==> src/rtl/dcc_consts.vh <==
// Constants for the dual comparator control block.
// Assumes inclusion by the design files under rtl/.
`ifndef DCC_CONSTS_VH
`define DCC_CONSTS_VH

// ----------------------------------------
// Register indices and byte addresses
// ----------------------------------------
`define DCC_IDX_CMP_CTRL 8'h1f
`define DCC_IDX_PORT_DIR 8'h85
`define DCC_IDX_FLAG_REG 8'h0c
`define DCC_IDX_ENAB_REG 8'h8c
`define DCC_IDX_IRQ_CTRL 8'h0b
`define DCC_IDX_PORT_DATA 8'h05
`define DCC_ADDR_CMP_CTRL 10'h07c
`define DCC_ADDR_PORT_DIR 10'h214
`define DCC_ADDR_FLAG_REG 10'h030
`define DCC_ADDR_ENAB_REG 10'h230
`define DCC_ADDR_IRQ_CTRL 10'h02c
`define DCC_ADDR_PORT_DATA 10'h014

// ----------------------------------------
// Field positions
// ----------------------------------------
`define DCC_BIT_CMP2 7
`define DCC_BIT_CMP1 6
`define DCC_BIT_SWITCH 3
`define DCC_BIT_FLAG 6
`define DCC_BIT_GIE 7
`define DCC_BIT_PERIPH_IRQ_EN 6

// ----------------------------------------
// Reset values and modes
// ----------------------------------------
`define DCC_RST_MODE 3'h0
`define DCC_RST_DIR 5'h1f
`define DCC_MODE_RESET 3'h0
`define DCC_MODE_ONE_MUX 3'h1
`define DCC_MODE_REF_MUX 3'h2
`define DCC_MODE_PIN_OUT 3'h6
`define DCC_MODE_OFF 3'h7

`endif

==> src/rtl/dcc_sync2.v <==
// Two-flop synchroniser for the comparator results.
// Assumes asynchronous analog levels on din.
`timescale 1ns/1ps
module dcc_sync2 #(
    parameter WIDTH = 2
) (
    input wire ref_clk,
    input wire reset_n,
    input wire [WIDTH-1:0] din,
    output reg [WIDTH-1:0] dout
);
    reg [WIDTH-1:0] stage1;

    always @(posedge ref_clk or negedge reset_n) begin
        if (!reset_n) begin
            stage1 <= {WIDTH{1'b0}};
            dout <= {WIDTH{1'b0}};
        end else begin
            stage1 <= din;
            dout <= stage1;
        end
    end
endmodule // dcc_sync2

==> src/rtl/dcc_route.v <==
// Analog input switch routing for both comparators.
// Assumes the analog muxes follow these select codes.
`timescale 1ns/1ps
`include "dcc_consts.vh"
module dcc_route (
    input wire [2:0] mode,
    input wire sw,
    output reg [2:0] c1_neg_sel,
    output reg [2:0] c2_neg_sel,
    output reg ref_to_pos,
    output reg [3:0] analog_mask,
    output reg cmp_on
);
    // ----------------------------------------
    // Select codes: pin number, 3'h7 none
    // ----------------------------------------
    always @* begin
        c1_neg_sel = 3'h0;
        c2_neg_sel = 3'h1;
        ref_to_pos = 1'b0;
        analog_mask = 4'hf;
        cmp_on = 1'b1;
        case (mode)
            `DCC_MODE_RESET: begin
                cmp_on = 1'b0;
            end
            // RQ5 single switch
            `DCC_MODE_ONE_MUX: begin
                c1_neg_sel = sw ? 3'h3 : 3'h0;
            end
            // RQ6 paired switch
            `DCC_MODE_REF_MUX: begin
                c1_neg_sel = sw ? 3'h3 : 3'h0;
                c2_neg_sel = sw ? 3'h2 : 3'h1;
                // RQ7 reference to plus
                ref_to_pos = 1'b1;
            end
            3'h3: begin
                analog_mask = 4'h7;
            end
            `DCC_MODE_PIN_OUT: begin
                analog_mask = 4'h7;
            end
            // RQ21 both comparators off
            `DCC_MODE_OFF: begin
                analog_mask = 4'h0;
                cmp_on = 1'b0;
                c1_neg_sel = 3'h7;
                c2_neg_sel = 3'h7;
            end
            default: begin
                analog_mask = 4'hf;
            end
        endcase
    end
endmodule // dcc_route

==> src/rtl/dcc_top.v <==
// Control and status logic around two analog comparators.
// Assumes an AHB-Lite master and asynchronous comparator levels.
`timescale 1ns/1ps
`include "dcc_consts.vh"

// Contract
// RQ1: Results readable in control bits 7 and 6, comparator 2 on top.
// RQ2: Result bit is one when plus input exceeds minus input.
// RQ3: Control bits 5 and 4 always read zero.
// RQ4: Three-bit mode field in bits 2-0 picks one of eight modes.
// RQ5: Mode 001: switch picks pin 3 or pin 0 for comparator 1 minus.
// RQ6: Mode 010: switch picks pins 3 and 2, else 0 and 1.
// RQ7: Mode 010 drives internal reference onto both plus inputs.
// RQ8: Mode 110 puts raw comparator results onto pins 3 and 4.
// RQ9: Direction bits still gate the outputs of pins 3 and 4.
// RQ10: Port data reads zero on every analog-configured pin.
// RQ11: Software should mask the interrupt while changing mode.
// RQ12: Change flag sets whenever either result changes.
// RQ13: Writing zero clears the flag, writing one sets it.
// RQ14: Request needs all three enables; flag sets regardless.
// RQ15: A change during a control access may be missed.
// RQ16: Any control access ends the pending mismatch.
// RQ17: Ongoing mismatch keeps setting the flag.
// RQ18: Snapshot of results at access compared each cycle.
// RQ19: Results synchronised twice, pins use raw results.
// RQ20: Reset selects mode 000, comparators powered down.
// RQ21: Mode 111 switches both comparators off.
module dcc_top (
    input wire ref_clk,
    input wire reset_n,
    input wire hsel,
    input wire [31:0] haddr,
    input wire [1:0] htrans,
    input wire hwrite,
    input wire [2:0] hsize,
    input wire [31:0] hwdata,
    input wire hready,
    output reg [31:0] hrdata,
    output reg hreadyout,
    output reg hresp,
    input wire cmp1_result,
    input wire cmp2_result,
    input wire [4:0] port_pin_in,
    output reg [4:0] port_pin_out,
    output reg [4:0] port_pin_oe,
    output reg [2:0] cmp1_neg_sel,
    output reg [2:0] cmp2_neg_sel,
    output reg ref_to_pos,
    output reg cmp_power_on,
    output reg cmp_irq
);
    // ----------------------------------------
    // Registers
    // ----------------------------------------
    reg [2:0] cmp_mode_sel;
    reg input_switch_sel;
    reg [4:0] port_a_direction;
    reg [4:0] port_latch;
    reg cmp_change_flag;
    reg cmp_change_irq_en;
    reg periph_irq_en;
    reg global_irq_en;
    reg [1:0] seen;
    reg ph_valid;
    reg ph_write;
    reg [9:0] ph_addr;
    wire [1:0] sync_res;
    wire [2:0] r_c1;
    wire [2:0] r_c2;
    wire r_ref;
    wire [3:0] r_mask;
    wire r_on;
    wire ap_take;
    wire ctrl_acc;
    wire mismatch;
    wire [7:0] wbyte;
    reg [7:0] next_rdata;
    reg [4:0] next_pin_out;

    // ----------------------------------------
    // Submodules
    // ----------------------------------------
    // RQ19 two stage sync
    dcc_sync2 #(
        .WIDTH(2)
    ) u_sync (
        .ref_clk(ref_clk),
        .reset_n(reset_n),
        .din({cmp2_result, cmp1_result}),
        .dout(sync_res)
    );

    dcc_route u_route (
        .mode(cmp_mode_sel),
        .sw(input_switch_sel),
        .c1_neg_sel(r_c1),
        .c2_neg_sel(r_c2),
        .ref_to_pos(r_ref),
        .analog_mask(r_mask),
        .cmp_on(r_on)
    );

    function addr_is;
        input [9:0] a;
        input [9:0] b;
        begin
            addr_is = (a == b);
        end
    endfunction

    // ----------------------------------------
    // Bus phases
    // ----------------------------------------
    assign ap_take = hsel & hready & htrans[1];
    assign wbyte = hwdata[7:0];
    // RQ16 access ends mismatch
    assign ctrl_acc = ph_valid & addr_is(ph_addr, `DCC_ADDR_CMP_CTRL);
    // RQ18 snapshot compare
    assign mismatch = (seen != sync_res);

    always @(posedge ref_clk or negedge reset_n) begin
        if (!reset_n) begin
            ph_valid <= 1'b0;
            ph_write <= 1'b0;
            ph_addr <= 10'h000;
            hreadyout <= 1'b1;
            hresp <= 1'b0;
        end else begin
            ph_valid <= ap_take;
            ph_write <= hwrite;
            ph_addr <= haddr[9:0];
            hreadyout <= 1'b1;
            hresp <= 1'b0;
        end
    end

    // ----------------------------------------
    // Read data
    // ----------------------------------------
    always @* begin
        next_rdata = 8'h00;
        // RQ1 result bits
        if (addr_is(haddr[9:0], `DCC_ADDR_CMP_CTRL)) begin
            // RQ3 bits read zero
            next_rdata = {sync_res[1], sync_res[0], 2'b00, input_switch_sel,
                cmp_mode_sel};
        end else if (addr_is(haddr[9:0], `DCC_ADDR_PORT_DIR)) begin
            next_rdata = {3'b000, port_a_direction};
        end else if (addr_is(haddr[9:0], `DCC_ADDR_FLAG_REG)) begin
            next_rdata = {1'b0, cmp_change_flag, 6'h00};
        end else if (addr_is(haddr[9:0], `DCC_ADDR_ENAB_REG)) begin
            next_rdata = {1'b0, cmp_change_irq_en, 6'h00};
        end else if (addr_is(haddr[9:0], `DCC_ADDR_IRQ_CTRL)) begin
            next_rdata = {global_irq_en, periph_irq_en, 6'h00};
        end else if (addr_is(haddr[9:0], `DCC_ADDR_PORT_DATA)) begin
            // RQ10 analog pins read zero
            next_rdata = {3'b000, port_pin_in[4], port_pin_in[3:0] & ~r_mask};
        end
    end

    always @(posedge ref_clk or negedge reset_n) begin
        if (!reset_n) begin
            hrdata <= 32'h00000000;
        end else if (ap_take && !hwrite) begin
            hrdata <= {24'h000000, next_rdata};
        end
    end

    // ----------------------------------------
    // Control writes
    // ----------------------------------------
    always @(posedge ref_clk or negedge reset_n) begin
        if (!reset_n) begin
            // RQ20 reset mode
            cmp_mode_sel <= `DCC_RST_MODE;
            input_switch_sel <= 1'b0;
            port_a_direction <= `DCC_RST_DIR;
            port_latch <= 5'h00;
            cmp_change_irq_en <= 1'b0;
            periph_irq_en <= 1'b0;
            global_irq_en <= 1'b0;
        end else if (ph_valid && ph_write) begin
            // RQ4 mode field
            if (addr_is(ph_addr, `DCC_ADDR_CMP_CTRL)) begin
                cmp_mode_sel <= wbyte[2:0];
                input_switch_sel <= wbyte[`DCC_BIT_SWITCH];
            end
            if (addr_is(ph_addr, `DCC_ADDR_PORT_DIR)) begin
                port_a_direction <= wbyte[4:0];
            end
            if (addr_is(ph_addr, `DCC_ADDR_PORT_DATA)) begin
                port_latch <= wbyte[4:0];
            end
            if (addr_is(ph_addr, `DCC_ADDR_ENAB_REG)) begin
                cmp_change_irq_en <= wbyte[`DCC_BIT_FLAG];
            end
            if (addr_is(ph_addr, `DCC_ADDR_IRQ_CTRL)) begin
                global_irq_en <= wbyte[`DCC_BIT_GIE];
                periph_irq_en <= wbyte[`DCC_BIT_PERIPH_IRQ_EN];
            end
        end
    end

    // ----------------------------------------
    // Change detection
    // ----------------------------------------
    always @(posedge ref_clk or negedge reset_n) begin
        if (!reset_n) begin
            seen <= 2'b00;
        end else if (ctrl_acc) begin
            // RQ15 access reloads copy
            seen <= sync_res;
        end
    end

    always @(posedge ref_clk or negedge reset_n) begin
        if (!reset_n) begin
            cmp_change_flag <= 1'b0;
        end else if (mismatch && !ctrl_acc) begin
            // RQ12 RQ17 mismatch sets flag
            cmp_change_flag <= 1'b1;
        end else if (ph_valid && ph_write && addr_is(ph_addr, `DCC_ADDR_FLAG_REG)) begin
            // RQ13 software write
            cmp_change_flag <= wbyte[`DCC_BIT_FLAG];
        end
    end

    // ----------------------------------------
    // Pins and outputs
    // ----------------------------------------
    always @* begin
        next_pin_out = port_latch;
        // RQ8 raw results on pins
        if (cmp_mode_sel == `DCC_MODE_PIN_OUT) begin
            next_pin_out[3] = cmp1_result;
            next_pin_out[4] = cmp2_result;
        end
    end

    always @(posedge ref_clk or negedge reset_n) begin
        if (!reset_n) begin
            port_pin_out <= 5'h00;
            port_pin_oe <= 5'h00;
            cmp1_neg_sel <= 3'h0;
            cmp2_neg_sel <= 3'h1;
            ref_to_pos <= 1'b0;
            cmp_power_on <= 1'b0;
            cmp_irq <= 1'b0;
        end else begin
            port_pin_out <= next_pin_out;
            // RQ9 direction gates outputs
            port_pin_oe <= ~port_a_direction & {1'b1, ~r_mask};
            cmp1_neg_sel <= r_c1;
            cmp2_neg_sel <= r_c2;
            ref_to_pos <= r_ref;
            cmp_power_on <= r_on;
            // RQ14 three enables
            cmp_irq <= cmp_change_flag & cmp_change_irq_en & periph_irq_en & global_irq_en;
        end
    end
endmodule // dcc_top

==> config.mk <==
export PLATFORM = sky130hd
export DESIGN_NAME = dcc_top
export DESIGN_NICKNAME = d
export VERILOG_FILES = /design/src/rtl/dcc_sync2.v /design/src/rtl/dcc_route.v /design/src/rtl/dcc_top.v
export VERILOG_INCLUDE_DIRS = /design/src /design/src/rtl
export SDC_FILE = /design/constraint.sdc
export NUM_CORES = 1
export LEC_CHECK = 0
export BUFFER_PORTS_ARGS = -buffer_cell sky130_fd_sc_hd__buf_4
export CORE_MARGIN = 2
export CORE_UTILIZATION = 45
export CTS_BUF_LIST = sky130_fd_sc_hd__clkbuf_16
export CTS_CLUSTER_SIZE = 16
export DETAILED_ROUTE_END_ITERATION = 7
export GPL_TIMING_DRIVEN = 0
export PLACE_DENSITY = 0.8
export SYNTH_ARGS = -nofsm -noshare
export SYNTH_HDL_FRONTEND = slang
export SYNTH_SLANG_ARGS = --single-unit
==> constraint.sdc <==
create_clock -name ref_clk -period 2.02 [get_ports ref_clk]
set_clock_uncertainty 0.2 [all_clocks]
set_input_delay 0 -clock ref_clk [delete_from_list [all_inputs] [get_ports ref_clk]]
set_output_delay 0 -clock ref_clk [all_outputs]
set_load 0.02 [all_outputs]
Word-level counts from Yosys, hierarchy flattened
Index checks and enable logic that the tools add are counted.

Register bits after elaboration: 63. Input port bits: 81. Output and inout bits: 53. Logic and storage cells: 82.

Equality and inequality tests: 18. Reduce and logical (&&, ||, !) cells: 16. Bitwise operators: 10. Muxes and demuxes: 16.

Operators with widths (number): equality test 10 bit (second input constant) (4); equality test 10 x 6 -> 1 bit (second input constant) (4); 2-to-1 mux 8 bit (5); equality test 10 x 5 -> 1 bit (second input constant) (2); equality test 10 x 7 -> 1 bit (second input constant) (2); one-hot mux 3 bit (2 select lines) (2); AND reduction 2 bit (5); one-hot mux 4 bit (2 select lines) (1); bitwise AND 1 bit (6); equality test 3 x 2 -> 1 bit (second input constant) (2); equality test 3 bit (second input constant) (2); 2-to-1 mux 2 bit (3); OR reduction 2 bit (3); bitwise AND 5 bit (1); 2-to-1 mux 5 bit (1); NOT 5 bit (1); bitwise AND 4 bit (1); logical AND 1 bit (4); 2-to-1 mux 1 bit (4); NOT 4 bit (1); equality test 3 x 1 -> 1 bit (second input constant) (1); zero test 3 bit (1); zero test 1 bit (2); inequality test 2 bit (1); nonzero test 2 bit (1).

Logic depth before layout (Yosys ltp)
Gate-level depths: netlist of the first run.

Depth in word-level cells: 11. Depth in mapped cells: 5. Depth with buffers taken out: 4.

By module
Synthesis of the first run repeated with hierarchy kept, for this count alone.

Cells, all modules: 217. Area, all modules: 2697.6 um^2.

By module, submodules not included: dcc_top (area an instance 2489.9 um^2, instances 1, cells each 197); dcc_route (area an instance 107.6 um^2, instances 1, cells each 16); dcc_sync2 (area an instance 100.1 um^2, instances 1, cells each 4).

Least setup slack after synthesis of the first run
Ideal clock, no wire load.

Path kind: register to register. From: register ph_addr[1]. To: register global_irq_en. Cell stages (with the launch flop): 5. Library setup time: 125 ps. Slack: 216 ps. Buffers on the path: 0. Arrival time: 1479 ps. Cell sequence: dfrtp_1 nor4b_4 nand3_4 nor4_4 mux2_2.

Word-level cells in the longest chain between the ends: 2.

Ends and longest elaborated chain: start, declared (line dcc_top.v:66) `reg [9:0] ph_addr;`; start signal, assigned (line dcc_top.v:131) `ph_addr <= haddr[9:0];`; equality test 10 x 6 -> 1 bit (line dcc_top.v:107) `addr_is = (a == b);`; AND reduction 2 bit (no line); end signal, assigned (line dcc_top.v:198) `` global_irq_en <= wbyte[`DCC_BIT_GIE]; ``; end, declared (line dcc_top.v:62) `reg global_irq_en;`.

Every way passes these cells. A chain may end at the register's enable or synchronous reset.

Worst setup path after layout of the first run
From: register ph_addr[1]. To: register cmp_mode_sel[0].

Word-level cells in the longest chain between the ends: 2.

Ends and longest elaborated chain: equality test 10 x 7 -> 1 bit (line dcc_top.v:107); AND reduction 2 bit (no line); end signal, assigned (line dcc_top.v:175) `` cmp_mode_sel <= `DCC_RST_MODE; ``; end signal, assigned (line dcc_top.v:185) `cmp_mode_sel <= wbyte[2:0];`; end, declared (line dcc_top.v:55) `reg [2:0] cmp_mode_sel;`.

Every way passes these cells.

==> flow_summary.toml, run 1 <==
[clock_tree]
clk_pin_slew_ns = 0.05
insertion_delay_ns = 0.32
cts_sinks = 60
cts-root-buf = "clkbuf_16"
cts_inserted_buffers = 9
cts_tree = "done"
clockBufferDepth = 2
cts_max_level = 3

[floorplanning]
fp.coreArea_mm2 = 0.005507
initial_core_util_pct = 46.72
num_rows = 27
dieWidth_um = 79.61
pin_count = 134
dieArea_mm2 = 0.006338
dieHeight_um = 79.61

[placed_design]
gp_congestion = 0.7688
port_buffers = 55
dp.cells = 351
dp_hpwl_mm = 3.763

[setup_path]
path_class = "reg -> reg"
crit_end = "cmp_mode_sel[0]$_DFFE_PN0P_"
cp.required_ns = 2.02
critPathArrivalTime_ns = 1.98
crit_start = "ph_addr[1]$_DFF_PN0_"
worstReg2RegEnd = "cmp_mode_sel[0]$_DFFE_PN0P_"
cp_max_fo = 4
endpoint_kind = "register"
rr_worst_depth = 4
start_kind = "register"
worstReg2RegStart = "ph_addr[1]$_DFF_PN0_"
reg2reg_slack_ns = 0.04

[final_layout]
stdcell_count = 400
layout.nets = 404
diodes = 0
layout-drive-gt1-share_pct = 40.24
fill_cells = 417
area_growth_syn_to_layout_pct = 45.77

[global_route]
grt_pass1_wl_mm = 9.190
top_usage_layer = "met2"
use_met1_pct = 24.53
grt-ovfl-total = 0
grt_use_met2_pct = 32.69
grt_usage_pct = 20.10
grt_antenna_before_repair = 0
first_global_vias = 1835
use_met3_pct = 4.525
grt_max_degree = 61

[sta]
rsz0062_at_grt = "true"
max_slew.worst_pin.slew_ns = 0.7272
slew_viol_final = 0
hold_violations = 0
period_needed_ns = 1.982
setup-tns-final_ns = 0
setup_viol_count_final = 0
fmax_mhz = 504.6
finalCritPeriodShare_pct = 98.12
maxSlewHeadroom_pct = 51.52

[synth]
yosysUniqueCellTypes = 40
synth_edf_count = 0
yosys-top-cells-count = "dfrtp_1 (54), buf_4 (29), mux2_2 (19)"
seq_area_frac_synth_pct = 58.66
yosysTopAreaCell = "dfrtp_1"
yosysMostFrequentCell = "dfrtp_1"
synth-main-ff-cell = "dfrtp_1"
postSynthAreaPerCell_um2 = 12.93
synth_top_cell_area_share_pct = 52.53
yosys_warnings = 0
synth_area_mm2 = 0.002572
synth_cells = 199
async_flop_share_pct = 100.0
ys_top_cells_by_area = "dfrtp_1 (53%), buf_4 (8.5%), mux2_2 (8.3%), dfstp_2 (6.1%), nor3b_1 (2.0%)"
synth_seq_cells = 60

[flow_run]
maxCapViolCount = 0

[power_and_ir_drop]
leakage_nw = 1.852
powerDensity_mw_per_mm2 = 755.2
ir_drop_v = 0.0004638

[drt]
drc = 0
avgViaCountPerCell = 4.745
drt-wirelength-per-cell_um = 14.77
drt_iter0_drc = 104
wirelength_mm = 5.907
firstDrtPassIters = 4
antenna_left = 0
num_vias = 1898

[worst_hold_path]
hp-class = "in -> async"

[status]
status = "finished clean"
what timing repair did:
item	CTS	global route
setup buffers	0	3
hold buffers	28	2
gates resized for setup	0	1
endpoints found under the setup margin	0	14
hold endpoints to repair	101	2
sequential cells by signal, indices dropped and copies added, names as in the netlist, 2 cells and up:
register,flops
u_sync.stage1,2
port_latch,5
u_sync.dout,2
seen,2
cmp1_neg_sel,2
cmp2_neg_sel,2
cmp_mode_sel,3
hrdata,7
ph_addr,10
port_pin_oe,5
port_a_direction,5
port_pin_out,5
worst min-delay path by stage:
stage                      startpoint                            end
after detailed placement      reset_n           ph_addr[8]$_DFF_PN0_
after global placement        reset_n           ph_addr[8]$_DFF_PN0_
after floorplan               reset_n      cmp1_neg_sel[1]$_DFF_PN0_
final                         reset_n           ph_addr[9]$_DFF_PN0_
after global routing      cmp2_result     u_sync.stage1[1]$_DFF_PN0_
after CTS                     reset_n  cmp_change_irq_en$_DFFE_PN0P_
metrics by stage:
stage | util, % | total power [mW] | setup WS (ns) | instance area [µm²] | hold WS, ns
5_1_grt | 68.10 | 2.934 | -0.004906 | 3750 | 0.1367
6_report | 68.10 | 2.832 | 0.03807 | 3750 | 0.07996
2_1_floorplan | - | 1.411 | 0.2159 | 2666 | -0.4956
3_5_place_dp | 57.56 | 1.510 | 0.05512 | 3169 | -0.09231
4_1_cts | 67.23 | 2.824 | 0.05445 | 3702 | 0.1133
3_3_place_gp | 57.56 | 1.505 | 0.09225 | 3169 | -0.09943
final cells by class:
class	instances	area (µm²)	area share, %
clock buffers	9	225.2	6.006
plain buffers	33	232.7	6.206
inverters	3	11.26	0.3003
clock inverters	7	27.53	0.7341
well taps	72	90.09	2.402
repair buffers	88	735.7	19.62
multi-input cells	128	918.4	24.49
flip-flops and latches	60	1509	40.24
layout by cell type, fill, tap and decap left out, types with 2 or more instances in the layout:
master / Yosys / layout
a21oi_1: 5 / 5
a22oi_1: 5 / 5
and2_1: 2 / 2
buf_4: 29 / 87
clkbuf_1: 4 / 4
clkbuf_16: 0 / 9
clkinv_1: 0 / 3
conb_1: 2 / 27
dfrtp_1: 54 / 54
dfstp_2: 6 / 6
dlygate4sd3_1: 0 / 30
inv_1: 3 / 6
mux2_2: 19 / 19
mux2_4: 2 / 2
mux2i_1: 2 / 2
nand2_1: 9 / 9
nand3_1: 4 / 3
nand4_1: 2 / 2
nand4b_1: 2 / 2
nor2_1: 7 / 7
nor3_1: 4 / 4
nor3b_1: 7 / 7
nor4_4: 2 / 2
o21ai_0: 9 / 9
xor2_1: 2 / 2
power breakdown:
group | internal (mW) | switching, mW | leakage (nW)
Combinational | 0.143 | 0.135 | 0.967
Sequential | 1.24 | 0.0254 | 0.749
Clock | 0.798 | 0.488 | 0.136
Total | 2.18 | 0.649 | 1.85
critical path, cell delays in order, from the launching register on:
cell     delay [ns]
dfrtp_1        0.42
nor4b_4        0.37
nand3_4        0.15
nor3_4         0.34
mux2_2         0.38
logic make-up (layout without fill, tap and decap cells):
| kind of cell | Yosys count | after routing | synth area share (%) |
|---|---|---|---|
| mux | 23 | 23 | 10.26 |
| simple gates | 53 | 53 | 15.27 |
| xor+xnor | 3 | 3 | 1.022 |
| other cells | 2 | 27 | 0.2919 |
| buf+inv | 36 | 140 | 9.484 |
| flops | 60 | 60 | 58.66 |
| compound gates | 22 | 22 | 5.010 |
per-layer routing:
metal	vias up	part of all wire, %
met3	6	7.3
met2	73	52
met1	926	40
li1	893	-
met4	0	1.1
met5	-	0
No activity file was read; power rests on OpenSTA's default activity.
==> run 2: changes to the inputs <==
- CORE_UTILIZATION: 45 -> 41
- PLACE_DENSITY: 0.8 -> 0.76
- SYNTH_HIERARCHICAL: default -> 1
- clock period: 2.02 -> 1.7 ns (I/O delays scaled with it)
==> flow_summary.toml, run 2 <==
[clock_tree]
cts_tree = "done"
insertion_delay_ns = 0.32
cts_sinks = 62
clockBufferDepth = 2
cts_inserted_buffers = 9
cts-root-buf = "clkbuf_16"
cts_max_level = 3
clk_pin_slew_ns = 0.05

[sta]
setup_viol_count_final = 14
rsz0062_at_grt = "true"
finalCritPeriodShare_pct = 110.5
max_slew.worst_pin.slew_ns = 0.7557
period_needed_ns = 1.879
hold_violations = 1
slew_viol_final = 0
maxSlewHeadroom_pct = 49.62
setup_slack_ns = -0.1793
fmax_mhz = 532.1
holdWs_ns = -0.006096

[synth]
synth_edf_count = 0
synth_area_mm2 = 0.002698
synth_xor_area_share_pct = 0.6494
yosysUniqueCellTypes = 41
synth_fa_ha_area_share_pct = 0
synth_cells = 217
seq_area_frac_synth_pct = 57.79
synth-main-ff-cell = "dfrtp_1"
synth_top_family_by_area = "simple AND/OR/NAND/NOR gates"
synth_seq_cells = 62
synth_top_cell_area_share_pct = 51.95
yosysTopAreaCell = "dfrtp_1"
async_flop_share_pct = 100.0
postSynthAreaPerCell_um2 = 12.43
muxShareOfSynthArea_pct = 10.06
yosys_warnings = 6
synth_compound_area_share_pct = 5.659
synthSimpleGateAreaFrac_pct = 16.09
ys_top_cells_by_area = "dfrtp_1 (52%), buf_4 (8.6%), mux2_2 (7.1%), dfstp_2 (5.8%), nor2_1 (2.4%)"
yosysMostFrequentCell = "dfrtp_1"
yosys-top-cells-count = "dfrtp_1 (56), buf_4 (31), mux2_2 (17), nor2_1 (17), nand2_1 (13)"

[power_and_ir_drop]
total_power_mw = 3.898
leakage_nw = 1.944
ir_drop_v = 0.0007166
powerDensity_mw_per_mm2 = 974.7

[setup_path]
worstReg2RegStart = "ph_addr[8]$_DFF_PN0_"
start_kind = "register"
crit_start = "ph_addr[8]$_DFF_PN0_"
worstReg2RegEnd = "cmp_mode_sel[1]$_DFFE_PN0P_"
rr_worst_depth = 5
endpoint_kind = "register"
worst-path-buf-inv = 1
slowest_delay_ns = 0.42
path_class = "reg -> reg"
crit_family = "simple AND/OR/NAND/NOR gates"
crit_chain = "or3b_4, nor4_4, buf_4, nand2_4, mux2_4"
reg2reg_slack_ns = -0.18
critPathArrivalTime_ns = 1.88
cp.required_ns = 1.70
cp_max_fo = 4
critPathSlowestCell = "or3b_4"

[drt]
drc = 0
avgViaCountPerCell = 4.797
drt-wirelength-per-cell_um = 15.09
num_vias = 2034
firstDrtPassIters = 4
antenna_left = 0
wirelength_mm = 6.398
drt_iter0_drc = 109

[status]
status = "finished, violations left"
violations = "negative hold slack, negative setup slack"

[final_layout]
largest_reg_flops = 10
layout.nets = 423
reg_top3 = "ph_addr (10), hrdata (7)"
final_cell_mix = "buf_4 (91), dfrtp_1 (54), dlygate4sd3_1 (28)"
final_common_cell = "buf_4"
layout-drive-gt1-share_pct = 42.94
area_growth_syn_to_layout_pct = 48.24
diodes = 0
largest_register = "ph_addr"

[worst_hold_path]
min_path_cells = 4
holdPathEnd = "hrdata[4]$_DFFE_PN0P_"
worstHoldStart = "haddr[4]"
hp-class = "in -> reg"

[global_route]
first_global_vias = 2042
grt_pass1_wl_mm = 10.29
grt_usage_pct = 18.59
grt-ovfl-total = 0
grt_antenna_before_repair = 0
grt_max_degree = 63

[placed_design]
gp_congestion = 0.8081
dp_hpwl_mm = 4.267
port_buffers = 55

[floorplanning]
num_rows = 29
pin_count = 134
dieHeight_um = 85.12
dieWidth_um = 85.12
fp.coreArea_mm2 = 0.006350
dieArea_mm2 = 0.007245
initial_core_util_pct = 42.48

[flow_run]
maxCapViolCount = 0
==> run 2: worst max-delay path by stage <==
stage                                  endpoint  slack (ns)  depth (start not counted)
finish              cmp_mode_sel[1]$_DFFE_PN0P_       -0.18                          5
global route        cmp_mode_sel[1]$_DFFE_PN0P_       -0.26                          5
CTS                 cmp_mode_sel[1]$_DFFE_PN0P_       -0.22                          5
detailed placement  cmp_mode_sel[0]$_DFFE_PN0P_       -0.29                          4
global placement    cmp_mode_sel[1]$_DFFE_PN0P_       -0.27                          4
floorplan           cmp_mode_sel[0]$_DFFE_PN0P_       -0.14                          4
==> run 2: logic make-up (layout without fill, tap and decap cells) <==
group,count (synthesis),after routing
other cells,2,27
xor+xnor,2,2
compound gates,21,21
buf+inv,37,142
flops,62,62
mux,23,23
simple gates,70,70
==> run 2: power breakdown <==
part           total [mW]  leakage [nW]  internal [mW]  switching (mW)
clock network        1.86         0.153           1.26           0.606
logic               0.443          1.04          0.223           0.220
registers            1.59         0.751           1.55          0.0445
total                3.90          1.94           3.03           0.871
==> run 2: layout make-up <==
| cell class | count | area, µm² |
|---|---|---|
| Sequential cell | 62 | 1562 |
| Buffer | 32 | 237.7 |
| Clock inverter | 7 | 80.08 |
| Inverter | 5 | 18.77 |
| Fill cell | 499 | 2351 |
| Timing Repair Buffer | 89 | 742.0 |
| Clock buffer | 9 | 225.2 |
| Multi-Input combinational cell | 143 | 1037 |
| Tap cell | 77 | 96.34 |
==> run 2: per-layer routing <==
layer | GRT usage (%) | routed length, µm
met1 | 23.31 | 2637
met2 | 31.46 | 3365
met3 | 4.475 | 312
met4 | 6.494 | 82
met5 | 0 | 0
==> run 2: metrics by stage <==
| stage | setup TNS (ns) | cells | setup WS [ns] | utilization (%) | area (µm²) |
|---|---|---|---|---|---|
| 3_5_place_dp | -3.862 | 374 | -0.2901 | 51.98 | 3301 |
| 3_3_place_gp | -2.998 | 374 | -0.2700 | 51.98 | 3301 |
| 6_report | -1.251 | 424 | -0.1793 | 62.98 | 3999 |
| 4_1_cts | -1.874 | 423 | -0.2211 | 61.83 | 3926 |
| 2_1_floorplan | -0.7444 | 242 | -0.1393 | - | 2791 |
| 5_1_grt | -2.822 | 424 | -0.2572 | 62.98 | 3999 |
==> run 2: what timing repair did <==
| action | in CTS | in global routing |
|---|---|---|
| setup endpoints to repair | 22 | 26 |
| gates resized for setup | 2 | 15 |
| gates cloned | 0 | 0 |
| hold buffers | 28 | 0 |
| pin swaps | 5 | 3 |
| endpoints found under the hold margin | 102 | 0 |
| buffers inserted | 5 | 1 |
==> run 2: worst min-delay path, stage by stage <==
cell     delay [ns]
buf_4          0.13
nor3b_4        0.16
nand2_2        0.10
o41ai_1        0.08
==> run 3: changes to the inputs <==
- CORE_UTILIZATION: 41 -> 42
- CTS_BUF_LIST: sky130_fd_sc_hd__clkbuf_16 -> sky130_fd_sc_hd__clkbuf_4
- PLACE_DENSITY: 0.76 -> 0.78
- SYNTH_HIERARCHICAL: 1 -> default
==> flow_summary.toml, run 3 (synthesis results as in run 1) <==
[clock_tree]
insertion_delay_ns = 0.39
cts_inserted_buffers = 9
clk_pin_slew_ns = 0.11
cts_max_level = 3
clockBufferDepth = 2
cts-root-buf = "clkbuf_4"
cts_sinks = 60
cts_tree = "done"

[setup_path]
crit_chain = "nor4b_4, nand3_4, buf_6, or2_4, mux2_4"
start_kind = "register"
path_class = "reg -> reg"
cp.required_ns = 1.78
worst-path-buf-inv = 1
slowest_delay_ns = 0.43
critPathSlowestCell = "dfrtp_1"
critPathArrivalTime_ns = 2.01
cp_max_fo = 3
crit_family = "simple AND/OR/NAND/NOR gates"
endpoint_kind = "register"

[power_and_ir_drop]
combPwrFrac_pct = 11.8
ir_drop_v = 0.0005508
total_power_mw = 2.817
p_sw_mw = 0.6658
power.share.clock_pct = 34.9
power_switching_share_pct = 23.63
seqPwrFrac_pct = 53.3
cell_internal_pwr_mw = 2.152
leakage_nw = 1.827
powerDensity_mw_per_mm2 = 758.2

[drt]
wirelength_mm = 5.734
drt-wirelength-per-cell_um = 14.30
drt_iter0_drc = 95
antenna_left = 0
firstDrtPassIters = 4
num_vias = 1916
avgViaCountPerCell = 4.778
drc = 0

[sta]
rsz0062_at_grt = "true"
setup_slack_ns = -0.2292
setup_viol_count_final = 14
maxSlewHeadroom_pct = 52.25
slew_viol_final = 0
setup-tns-final_ns = -1.613
finalCritPeriodShare_pct = 113.5
period_needed_ns = 1.929
fmax_mhz = 518.4
max_slew.worst_pin.slew_ns = 0.7162
hold_violations = 0

[floorplanning]
pin_count = 134
num_rows = 28
dieArea_mm2 = 0.006767
dieWidth_um = 82.26
dieHeight_um = 82.26
fp.coreArea_mm2 = 0.005921
initial_core_util_pct = 43.45

[placed_design]
dp_slack_ns = -0.2497
dp_hpwl_mm = 3.828
port_buffers = 55
gp_congestion = 0.7120

[worst_hold_path]
hp-class = "in -> async"

[final_layout]
fin_util_pct = 62.76
largest_reg_flops = 10
area_growth_syn_to_layout_pct = 44.46
final_common_cell = "buf_4"
final_cell_mix = "buf_4 (87), dfrtp_1 (52), dlygate4sd3_1 (28)"
reg_top3 = "ph_addr (10), hrdata (7)"
largest_register = "ph_addr"
layout.nets = 402
diodes = 0
layout-drive-gt1-share_pct = 46.01

[flow_run]
maxCapViolCount = 0

[global_route]
grt_max_degree = 61
grt_pass1_wl_mm = 9.232
grt_usage_pct = 18.91
first_global_vias = 1886
grt-ovfl-total = 0
grt_antenna_before_repair = 0

[status]
violations = "negative setup slack"
status = "finished, violations left"
[run 3: changes by cell type in the layout (fill, tap and decap cells not counted), sizes merged, moves of 3 or more]
cell     delta
nor2       -10
nand2       -5
a21oi       +4
clkbuf      +4
nand4bb     -4
a2bb2oi     -3
inv         -3
nor3b       +3
o21ai       +3
[run 3: power groups by stage]
stage | registers, mW | clock network [mW] | logic, mW
4_1_cts | 1.50 | 1.01 | 0.322
2_1_floorplan | 1.53 | 0 | 0.146
3_5_place_dp | 1.53 | 0 | 0.269
3_3_place_gp | 1.53 | 0 | 0.264
5_1_grt | 1.51 | 1.09 | 0.361
6_report | 1.50 | 0.984 | 0.332
[run 3: worst paths after layout]
check	from	to	slack (ns)	cells past startpoint
max in group asynchronous	reset_n	ph_addr[6]$_DFF_PN0_	0.80	2
hold reg to reg	u_sync.stage1[1]$_DFF_PN0_	u_sync.dout[1]$_DFF_PN0_	0.15	0
min in group ref_clk	haddr[7]	ph_addr[7]$_DFF_PN0_	0.06	1
hold / removal	reset_n	cmp_change_irq_en$_DFFE_PN0P_	0.003	2
setup reg to reg	ph_addr[7]$_DFF_PN0_	seen[1]$_DFFE_PN0N_	-0.23	5
setup / recovery	ph_addr[7]$_DFF_PN0_	seen[1]$_DFFE_PN0N_	-0.23	5
[run 3: layout make-up]
| type | count | area [µm²] |
|---|---|---|
| fillers | 469 | 2205 |
| flip-flops and latches | 60 | 1511 |
| multi-input cells | 128 | 983.4 |
| repair buffers | 89 | 758.2 |
| plain buffers | 30 | 221.5 |
| clock buffers | 13 | 97.59 |
| well taps | 75 | 93.84 |
| clock inverters | 3 | 38.79 |
| inverters | 3 | 11.26 |
[run 3: per-stage QoR]
step	hold WS (ns)	area, µm²	std cells
floorplan	-0.4956	2666	224
finish	0.002858	3716	401
global placement	-0.09747	3173	354
CTS	0.008682	3666	400
detailed placement	-0.08908	3173	354
global route	0.02585	3716	401
[run 3: per-layer routing]
metal / share of wire, % / vias up / track usage, %
met5: 0 / - / 0
met4: 2.9 / 0 / 9.333
met3: 8.0 / 14 / 5.000
met2: 51 / 92 / 31.61
met1: 38 / 917 / 22.51
li1: - / 893 / -
[run 3: worst register-to-register path, cell delays in order, from the launching register on]
cell     delay (ns)
dfrtp_1        0.43
nor4b_4        0.37
nand3_4        0.15
buf_6          0.14
or2_4          0.23
mux2_4         0.30
[run 3: timing repair]
item | CTS | global route
pin swaps | 4 | 8
gates resized for setup | 11 | 13
endpoints found under the setup margin | 21 | 25
buffers inserted | 3 | 4
hold buffers | 28 | 1
hold endpoints to repair | 101 | 8
